==> config.mk <==
export PLATFORM = sky130hd
export DESIGN_NAME = mpp_port_pins
export DESIGN_NICKNAME = d
export VERILOG_FILES = /design/src/pkg/mpp_pkg.sv /design/src/hw/mpp_port_pins.sv
export VERILOG_INCLUDE_DIRS = /design/src /design/src/pkg
export SDC_FILE = /design/constraint.sdc
export NUM_CORES = 1
export LEC_CHECK = 0
export ABC_AREA = 0
export BUFFER_PORTS_ARGS = -buffer_cell sky130_fd_sc_hd__buf_2
export CAP_MARGIN = 10
export CORE_MARGIN = 4
export CORE_UTILIZATION = 40
export DETAILED_ROUTE_END_ITERATION = 8
export HOLD_SLACK_MARGIN = 0.08
export PLACE_DENSITY = 0.7
export SLEW_MARGIN = 20
export SYNTH_ARGS = -nofsm -noshare
export SYNTH_HDL_FRONTEND = slang
export SYNTH_SLANG_ARGS = --single-unit
==> constraint.sdc <==
create_clock -name pclk -period 3.65 [get_ports pclk]
set_input_delay 0.73 -clock pclk [delete_from_list [all_inputs] [get_ports pclk]]
set_output_delay 0.73 -clock pclk [all_outputs]
set_load 0.03 [all_outputs]
==> src/pkg/mpp_params.svh <==
`ifndef MPP_PARAMS_SVH
`define MPP_PARAMS_SVH
// register byte offsets
`define MPP_OFS_FIRST_DATA   8'h00
`define MPP_OFS_SECOND_DATA  8'h04
`define MPP_OFS_MIXED_DATA   8'h08
`define MPP_OFS_MIXED_DIR    8'h0c
`define MPP_OFS_SINK_DATA    8'h10
`define MPP_OFS_SINK_DIR     8'h14
`define MPP_OFS_IRQ_DATA     8'h18
`define MPP_OFS_ANA_DATA     8'h1c
`define MPP_OFS_OD_DATA      8'h20
`define MPP_OFS_GEN_DATA     8'h24
`define MPP_OFS_GEN_DIR      8'h28
`define MPP_OFS_WAKE_DATA    8'h2c
`define MPP_OFS_WAKE_DIR     8'h30
`define MPP_OFS_WAKE_EN      8'h34
`define MPP_OFS_RTG_CTL      8'h38
`define MPP_OFS_ANA_WAKE_EN  8'h3c
`define MPP_OFS_GEN_FSEL     8'h40
// field positions
`define MPP_RTG_TRI4_SEL_BIT 7
`define MPP_GEN_IRQ_BIT      4
// reset values
`define MPP_RST_DATA         8'h00
`define MPP_RST_DIR          8'h00
`define MPP_RST_IRQ_DATA     8'hc0
`define MPP_RST_OD_DATA      8'hff
`endif

==> src/pkg/mpp_pkg.sv <==
`default_nettype none
package mpp_pkg;
   typedef struct packed {
      logic [7:0]  first_data;
      logic [7:0]  second_data;
      logic        first_written;
      logic        second_written;
      logic [7:0]  mixed_data;
      logic [7:0]  mixed_dir;
      logic [7:0]  sink_data;
      logic [7:4]  sink_dir;
      logic [7:2]  irq_data;
      logic        irq_written;
      logic [7:4]  ana_data;
      logic        ana_written;
      logic [7:0]  od_data;
      logic [7:1]  gen_data;
      logic [7:1]  gen_dir;
      logic [7:1]  gen_fsel;
      logic [7:0]  wake_data;
      logic [7:0]  wake_dir;
      logic [7:0]  wake_en;
      logic [3:0]  ana_wake_en;
      logic [7:0]  rtg_ctl;
      logic [1:0]  irq_prev;
      logic        gen_irq_prev;
      logic [3:0]  ana_prev;
      logic [7:0]  wake_prev;
      logic        irq_zero_pulse;
      logic        irq_two_pulse;
      logic        irq_one_pulse;
      logic        nmi_pulse;
      logic        standby_pulse;
      logic [31:0] rdata;
      logic        slverr;
   } mpp_state_t;
endpackage
`default_nettype wire

==> src/hw/mpp_port_pins.sv <==
// Implementation choices: the placing of the registers and the APB slave port.
`timescale 1ns/100ps
`default_nettype none
`include "mpp_params.svh"

// What this block does
// - output ports drive data OR pattern bits
// - mixed port outputs data OR generator bits
// - realtime pulse is channel 0 OR channel 1
// - output ports float until first data write
// - second port bits 0,2 tristated by pattern gen
// - mixed bit 3 tristated by realtime generator
// - mixed bit 4 tristate selected by ctl bit 7
// - direction bits reset to input
// - sink port upper directional, lower open drain
// - serial enable overrides sink lower data
// - irq port lower inputs, upper outputs
// - external irq requests on falling edge
// - general bit 4 raises irq and nmi
// - analog port lower inputs wake, upper outputs
// - wake port per bit direction and wake
// - general port per bit direction, alt mux
// - open drain port pulls low or releases
// - da gate pins high at reset
module mpp_port_pins
   import mpp_pkg::*;
(
   // clock and reset
   input  wire logic        pclk,
   input  wire logic        presetn,
   // apb slave
   input  wire logic        psel,
   input  wire logic        penable,
   input  wire logic        pwrite,
   input  wire logic [7:0]  paddr,
   input  wire logic [31:0] pwdata,
   output logic             pready,
   output logic [31:0]      prdata,
   output logic             pslverr,
   // pattern and realtime generators
   input  wire logic [18:0] pattern_gen_output,
   input  wire logic [1:0]  pattern_gen_tri,
   input  wire logic [7:3]  rtg_ch0_out,
   input  wire logic [7:3]  rtg_ch1_out,
   input  wire logic [1:0]  rtg_tri,
   // two wire serial channel
   input  wire logic [3:0]  serial_out,
   input  wire logic [3:0]  serial_oe,
   // general port alternate outputs
   input  wire logic [7:1]  gen_alt_out,
   // first and second output ports
   output logic [7:0]       first_port_out,
   output logic [7:0]       first_port_oe,
   output logic [7:0]       second_port_out,
   output logic [7:0]       second_port_oe,
   // mixed pulse port
   input  wire logic [7:0]  mixed_port_in,
   output logic [7:0]       mixed_port_out,
   output logic [7:0]       mixed_port_oe,
   // sink drive port
   input  wire logic [7:0]  sink_port_in,
   output logic [7:0]       sink_port_out,
   output logic [7:0]       sink_port_oe,
   // interrupt pwm port
   input  wire logic [1:0]  irq_port_in,
   output logic [7:2]       irq_port_out,
   output logic [7:2]       irq_port_oe,
   // analog shared port
   input  wire logic [3:0]  ana_port_in,
   output logic [7:4]       ana_port_out,
   output logic [7:4]       ana_port_oe,
   // open drain port
   output logic [7:0]       od_port_out,
   output logic [7:0]       od_port_oe,
   // general function port
   input  wire logic [7:1]  gen_port_in,
   output logic [7:1]       gen_port_out,
   output logic [7:1]       gen_port_oe,
   // wake capable port
   input  wire logic [7:0]  wake_port_in,
   output logic [7:0]       wake_port_out,
   output logic [7:0]       wake_port_oe,
   // event pulses
   output logic             ext_irq_zero,
   output logic             ext_irq_two,
   output logic             ext_irq_one,
   output logic             nmi_req,
   output logic             standby_release
);

   //*****************************************
   // pin logic
   //*****************************************
   mpp_state_t  s_reg;
   mpp_state_t  s_next;
   logic [7:3]  realtime_pulse_output;
   logic [7:0]  mixed_alt;
   logic [7:0]  mixed_rd;
   logic [7:0]  sink_rd;
   logic [7:1]  gen_rd;
   logic [7:0]  wake_rd;
   logic        wr_en;
   logic        rd_setup;

   // realtime pulse merges both channels
   assign realtime_pulse_output = rtg_ch0_out | rtg_ch1_out;
   assign mixed_alt = {realtime_pulse_output, pattern_gen_output[18:16]};

   // output only ports
   assign first_port_out = s_reg.first_data
                         | pattern_gen_output[7:0];
   assign first_port_oe = {8{s_reg.first_written}};
   assign second_port_out = s_reg.second_data
                          | pattern_gen_output[15:8];
   always_comb
   begin
      second_port_oe = {8{s_reg.second_written}};
      if (pattern_gen_tri[0])
         second_port_oe[0] = 1'b0;
      if (pattern_gen_tri[1])
         second_port_oe[2] = 1'b0;
   end

   // mixed pulse port
   assign mixed_port_out = s_reg.mixed_data | mixed_alt;
   always_comb
   begin
      mixed_port_oe = s_reg.mixed_dir;
      if (rtg_tri[0])
         mixed_port_oe[3] = 1'b0;
      if (s_reg.rtg_ctl[`MPP_RTG_TRI4_SEL_BIT] && rtg_tri[1])
         mixed_port_oe[4] = 1'b0;
   end

   // sink drive port, lower nibble open drain
   assign sink_port_out = {s_reg.sink_data[7:4], 4'h0};
   always_comb
   begin
      sink_port_oe[7:4] = s_reg.sink_dir;
      sink_port_oe[3:0] = ~s_reg.sink_data[3:0];
      for (int i = 0; i < 4; i++)
         if (serial_oe[i])
            sink_port_oe[i] = ~serial_out[i];
   end

   // interrupt pwm port outputs, da gate pins
   assign irq_port_out = s_reg.irq_data;
   assign irq_port_oe = {2'b11, {4{s_reg.irq_written}}};

   // analog shared port upper outputs
   assign ana_port_out = s_reg.ana_data;
   assign ana_port_oe = {4{s_reg.ana_written}};

   // open drain port
   assign od_port_out = 8'h00;
   assign od_port_oe = ~s_reg.od_data;

   // general function port, alternate mux
   assign gen_port_out = (s_reg.gen_fsel & gen_alt_out)
                       | (~s_reg.gen_fsel & s_reg.gen_data);
   assign gen_port_oe = s_reg.gen_dir;

   // wake capable port
   assign wake_port_out = s_reg.wake_data;
   assign wake_port_oe = s_reg.wake_dir;

   // pin read mux: inputs show pin, outputs data
   assign mixed_rd = (s_reg.mixed_dir & s_reg.mixed_data)
                   | (~s_reg.mixed_dir & mixed_port_in);
   assign sink_rd = {(s_reg.sink_dir & s_reg.sink_data[7:4])
                    | (~s_reg.sink_dir & sink_port_in[7:4]),
                     sink_port_in[3:0]};
   assign gen_rd = (s_reg.gen_dir & s_reg.gen_data)
                 | (~s_reg.gen_dir & gen_port_in);
   assign wake_rd = (s_reg.wake_dir & s_reg.wake_data)
                  | (~s_reg.wake_dir & wake_port_in);

   // apb decode
   assign wr_en = psel & penable & pwrite;
   assign rd_setup = psel & ~penable;
   assign pready = 1'b1;
   assign prdata = s_reg.rdata;
   assign pslverr = s_reg.slverr;

   // event outputs
   assign ext_irq_zero = s_reg.irq_zero_pulse;
   assign ext_irq_two = s_reg.irq_two_pulse;
   assign ext_irq_one = s_reg.irq_one_pulse;
   assign nmi_req = s_reg.nmi_pulse;
   assign standby_release = s_reg.standby_pulse;

   //*****************************************
   // next state
   //*****************************************
   always_comb
   begin
      s_next = s_reg;
      // edge detectors
      s_next.irq_prev = irq_port_in;
      s_next.gen_irq_prev = gen_port_in[`MPP_GEN_IRQ_BIT];
      s_next.ana_prev = ana_port_in;
      s_next.wake_prev = wake_port_in;
      s_next.irq_zero_pulse = s_reg.irq_prev[0]
                            & ~irq_port_in[0];
      s_next.irq_two_pulse = s_reg.irq_prev[1]
                           & ~irq_port_in[1];
      s_next.irq_one_pulse = s_reg.gen_irq_prev
                           & ~gen_port_in[`MPP_GEN_IRQ_BIT];
      s_next.nmi_pulse = s_next.irq_one_pulse;
      s_next.standby_pulse =
         (|(s_reg.ana_wake_en & (s_reg.ana_prev ^ ana_port_in)))
       | (|(s_reg.wake_en & ~s_reg.wake_dir
            & (s_reg.wake_prev ^ wake_port_in)));
      // register reads sampled in setup phase
      if (rd_setup)
      begin
         s_next.rdata = 32'h0000_0000;
         s_next.slverr = 1'b0;
         case (paddr)
            `MPP_OFS_FIRST_DATA:  s_next.rdata[7:0] = s_reg.first_data;
            `MPP_OFS_SECOND_DATA: s_next.rdata[7:0] = s_reg.second_data;
            `MPP_OFS_MIXED_DATA:  s_next.rdata[7:0] = mixed_rd;
            `MPP_OFS_MIXED_DIR:   s_next.rdata[7:0] = s_reg.mixed_dir;
            `MPP_OFS_SINK_DATA:   s_next.rdata[7:0] = sink_rd;
            `MPP_OFS_SINK_DIR:    s_next.rdata[7:4] = s_reg.sink_dir;
            `MPP_OFS_IRQ_DATA:
               s_next.rdata[7:0] = {s_reg.irq_data, irq_port_in};
            `MPP_OFS_ANA_DATA:
               s_next.rdata[7:0] = {s_reg.ana_data, ana_port_in};
            `MPP_OFS_OD_DATA:     s_next.rdata[7:0] = s_reg.od_data;
            `MPP_OFS_GEN_DATA:    s_next.rdata[7:1] = gen_rd;
            `MPP_OFS_GEN_DIR:     s_next.rdata[7:1] = s_reg.gen_dir;
            `MPP_OFS_WAKE_DATA:   s_next.rdata[7:0] = wake_rd;
            `MPP_OFS_WAKE_DIR:    s_next.rdata[7:0] = s_reg.wake_dir;
            `MPP_OFS_WAKE_EN:     s_next.rdata[7:0] = s_reg.wake_en;
            `MPP_OFS_RTG_CTL:     s_next.rdata[7:0] = s_reg.rtg_ctl;
            `MPP_OFS_ANA_WAKE_EN: s_next.rdata[3:0] = s_reg.ana_wake_en;
            `MPP_OFS_GEN_FSEL:    s_next.rdata[7:1] = s_reg.gen_fsel;
            default:              s_next.slverr = 1'b1;
         endcase
      end
      // register writes in access phase
      if (wr_en)
      begin
         case (paddr)
            `MPP_OFS_FIRST_DATA:
            begin
               s_next.first_data = pwdata[7:0];
               s_next.first_written = 1'b1;
            end
            `MPP_OFS_SECOND_DATA:
            begin
               s_next.second_data = pwdata[7:0];
               s_next.second_written = 1'b1;
            end
            `MPP_OFS_MIXED_DATA:  s_next.mixed_data = pwdata[7:0];
            `MPP_OFS_MIXED_DIR:   s_next.mixed_dir = pwdata[7:0];
            `MPP_OFS_SINK_DATA:   s_next.sink_data = pwdata[7:0];
            `MPP_OFS_SINK_DIR:    s_next.sink_dir = pwdata[7:4];
            `MPP_OFS_IRQ_DATA:
            begin
               s_next.irq_data = pwdata[7:2];
               s_next.irq_written = 1'b1;
            end
            `MPP_OFS_ANA_DATA:
            begin
               s_next.ana_data = pwdata[7:4];
               s_next.ana_written = 1'b1;
            end
            `MPP_OFS_OD_DATA:     s_next.od_data = pwdata[7:0];
            `MPP_OFS_GEN_DATA:    s_next.gen_data = pwdata[7:1];
            `MPP_OFS_GEN_DIR:     s_next.gen_dir = pwdata[7:1];
            `MPP_OFS_WAKE_DATA:   s_next.wake_data = pwdata[7:0];
            `MPP_OFS_WAKE_DIR:    s_next.wake_dir = pwdata[7:0];
            `MPP_OFS_WAKE_EN:     s_next.wake_en = pwdata[7:0];
            `MPP_OFS_RTG_CTL:     s_next.rtg_ctl = pwdata[7:0];
            `MPP_OFS_ANA_WAKE_EN: s_next.ana_wake_en = pwdata[3:0];
            `MPP_OFS_GEN_FSEL:    s_next.gen_fsel = pwdata[7:1];
            default:              s_next.slverr = s_reg.slverr;
         endcase
      end
   end

   //*****************************************
   // state register
   //*****************************************
   always_ff @(posedge pclk or negedge presetn)
   begin
      if (!presetn)
      begin
         s_reg <= '0;
         s_reg.mixed_dir <= `MPP_RST_DIR;
         s_reg.wake_dir <= `MPP_RST_DIR;
         s_reg.irq_data <= 6'(`MPP_RST_IRQ_DATA >> 2);
         s_reg.od_data <= `MPP_RST_OD_DATA;
         s_reg.rtg_ctl <= `MPP_RST_DATA;
         s_reg.irq_prev <= 2'h3;
         s_reg.gen_irq_prev <= 1'b1;
      end
      else
      begin
         s_reg <= s_next;
      end
   end
endmodule

`default_nettype wire

==> impl_metrics.toml <==
[global_route]
grt_antenna_before_repair = 1
grt.overflow.total = 0
grt_pass1_wl_um = 40300
grt_pass1_vias = 6465
grt_max_degree = 66
grt.total_usage_pct = 22.4

[clock_network]
clockBufferDepth = 2
tritoncts = "yes"
holdBufCountCts = 0
htreeDepth = 4
cts_setup_buffers = 0
cts_root_buffer = "clkbuf_16"
cts_sinks = 151
clkTransAtPathRegs_ps = 70
clk_latency_ps = 430
cts_resized = 0
cts_made_buffers = 17

[synth]
synth_edf_count = 0
synth_cell_types = 63
ys_ff_latch = 151
ys.flop_type = "dfrtp_1"
synthCells = 754
avgSynthCellArea_um2 = 11.4
ys_seq_area_share_pct = 44.3
yosys_warnings = 0
synthesis.area_um2 = 8570
postSynth.asyncResetShare_pct = 100

[timing]
fin_tns_setup_ps = 0
max-slew-margin-rel_pct = 50.5
fin_ws_ps = 1160
skew_ps = 11.1
hold_viol_final = 0
setup_violations = 0
period_needed_ps = 2490
max_freq_mhz = 402
worstMarginPinSlew_ps = 742
finalCritPeriodShare_pct = 68.2
slew_viol_final = 0
rsz0062_at_grt = "no"

[power_and_ir_drop]
irDropWorstVdd_uv = 310
p_clk_share_pct = 44.3
comb_power_share_pct = 12.3
seq_power_share_pct = 43.4
switching_share_pct = 27.7
switchingPower_uw = 1110
p_leak_uw = 0.00507
p_per_area_nw_per_um2 = 403
p_int_uw = 2900

[detailed_routing]
drc_errors = 0
ant_nets = 0
wire_per_inst_um = 22.3
vias = 6531
drtPass1Iterations = 5
first_iter_violations = 599
via_per_inst = 5.43
routed_wl_um = 26900

[floorplanning]
start_util_pct = 40.8
die_h_um = 154
core-area_um2 = 21000
die_w_um = 154
io_pins = 299
dieArea_um2 = 23800
rows = 53

[critical_path]
crit-reg2reg-capture = "prdata[2]"
arrival_ps = 2800
reg2reg_from = "mixed_port_oe[2]"
worstRegToRegCells = 5
cp-start-kind = "primary input"
cp.required_ps = 3970
crit_fanout = 12
r2r_setup_slack_ps = 1870
end_kind = "flip-flop"
worst-setup-path-type = "in -> reg"

[layout]
final_common_cell = "buf_2"
most-common-layout-cells = "234 x buf_2, 138 x dfrtp_1, 128 x mux2_2"
final_area_um2 = 9940
layout.nets = 1044
largest_reg_flops = 87
areaGrowthSynthToFinish_pct = 16.0
layout-drive-gt1-share_pct = 51.3

[outcome]
status = "finished clean"

[placed_design]
dp_slack_ps = 784
routabilityCongestion = 0.922
dpl-instance-area_um2 = 9350
io_buffers = 235
dpl.hpwl_um = 20300

[flow_run]
drv_cap = 0

[hold_path]
min_path_type = "in -> async"
[power by group through the flow]
stage	Combinational (uW)	Sequential (uW)	Clock [uW]
2_1_floorplan	345	1770	0
3_3_place_gp	490	1770	0
3_5_place_dp	493	1770	0
4_1_cts	495	1740	1810
5_1_grt	531	1740	1880
6_report	495	1740	1780
[per-layer routing]
metal / GRT usage (%) / part of all wire [%] / vias to the layer above
li1: - / - / 2878
met1: 29.4 / 41 / 3221
met2: 36.6 / 48 / 385
met3: 5.48 / 9.3 / 47
met4: 7.06 / 2.0 / 0
met5: 0 / 0 / -
[cell usage after synthesis, types with 5 or more instances]
| library cell | count | area [um2] |
|---|---|---|
| a21oi_1 | 13 | 65.1 |
| a22oi_1 | 25 | 188 |
| a32oi_1 | 8 | 70.1 |
| buf_2 | 17 | 85.1 |
| buf_4 | 121 | 908 |
| clkbuf_1 | 11 | 41.3 |
| dfrtp_1 | 138 | 3450 |
| dfstp_2 | 13 | 342 |
| inv_1 | 12 | 45.0 |
| mux2_2 | 128 | 1440 |
| mux2i_1 | 27 | 270 |
| nand2_1 | 41 | 154 |
| nand3_1 | 12 | 60.1 |
| nand3b_1 | 7 | 52.6 |
| nor2_1 | 10 | 37.5 |
| nor2_4 | 6 | 67.6 |
| nor2b_1 | 9 | 56.3 |
| nor3b_1 | 5 | 37.5 |
| o21ai_0 | 23 | 115 |
| o22ai_1 | 10 | 62.6 |
| or2_2 | 24 | 150 |
| or3_1 | 7 | 43.8 |
| xnor2_1 | 5 | 43.8 |
| xor2_1 | 7 | 61.3 |
[cell families after synthesis]
group / count (synthesis) / share of synthesized area [%]
DFF: 151 / 44.3
other: 2 / 0.0876
and+or+nand+nor: 158 / 12.1
xor gates and xnor gates: 12 / 1.23
buffers and inverters: 161 / 12.6
muxes: 158 / 20.6
AOI/OAI and AO/OA: 112 / 9.02
[how the worst max path moves through the flow]
stage,start,endpoint,slack (ps),cells after the start
after global placement,paddr[2],s_reg[95],770,6
after detailed placement,paddr[2],s_reg[90],780,6
after CTS,paddr[2],s_reg[93],1220,6
after floorplan,paddr[1],s_reg[162],1420,5
final,paddr[2],s_reg[91],1160,6
after global routing,paddr[2],s_reg[92],1100,6
[cell type report]
cell class,count,area [um2]
clock inverters,13,146
diodes,1,2.50
inverters,12,45.0
repair buffers,253,1330
clock buffers,19,443
multi-input cells,479,3830
well taps,275,344
fillers,1990,11100
flip-flops and latches,151,3790
[stage by stage]
step	std cells	hold WS (ps)	power [uW]	utilization, %
after CTS	1202	306	4040	47.3
final	1203	297	4010	47.3
after global routing	1203	336	4150	47.3
after floorplan	791	434	2110	-
after detailed placement	1170	495	2260	44.5
after global placement	1170	483	2260	44.5
[critical path, stage by stage]
cell and delay, ps:
buf_2 200, nor4_2 480, buf_4 270, and4b_1 420
nand2_1 320, mux2_2 360
(Power assumes the default switching activity.)
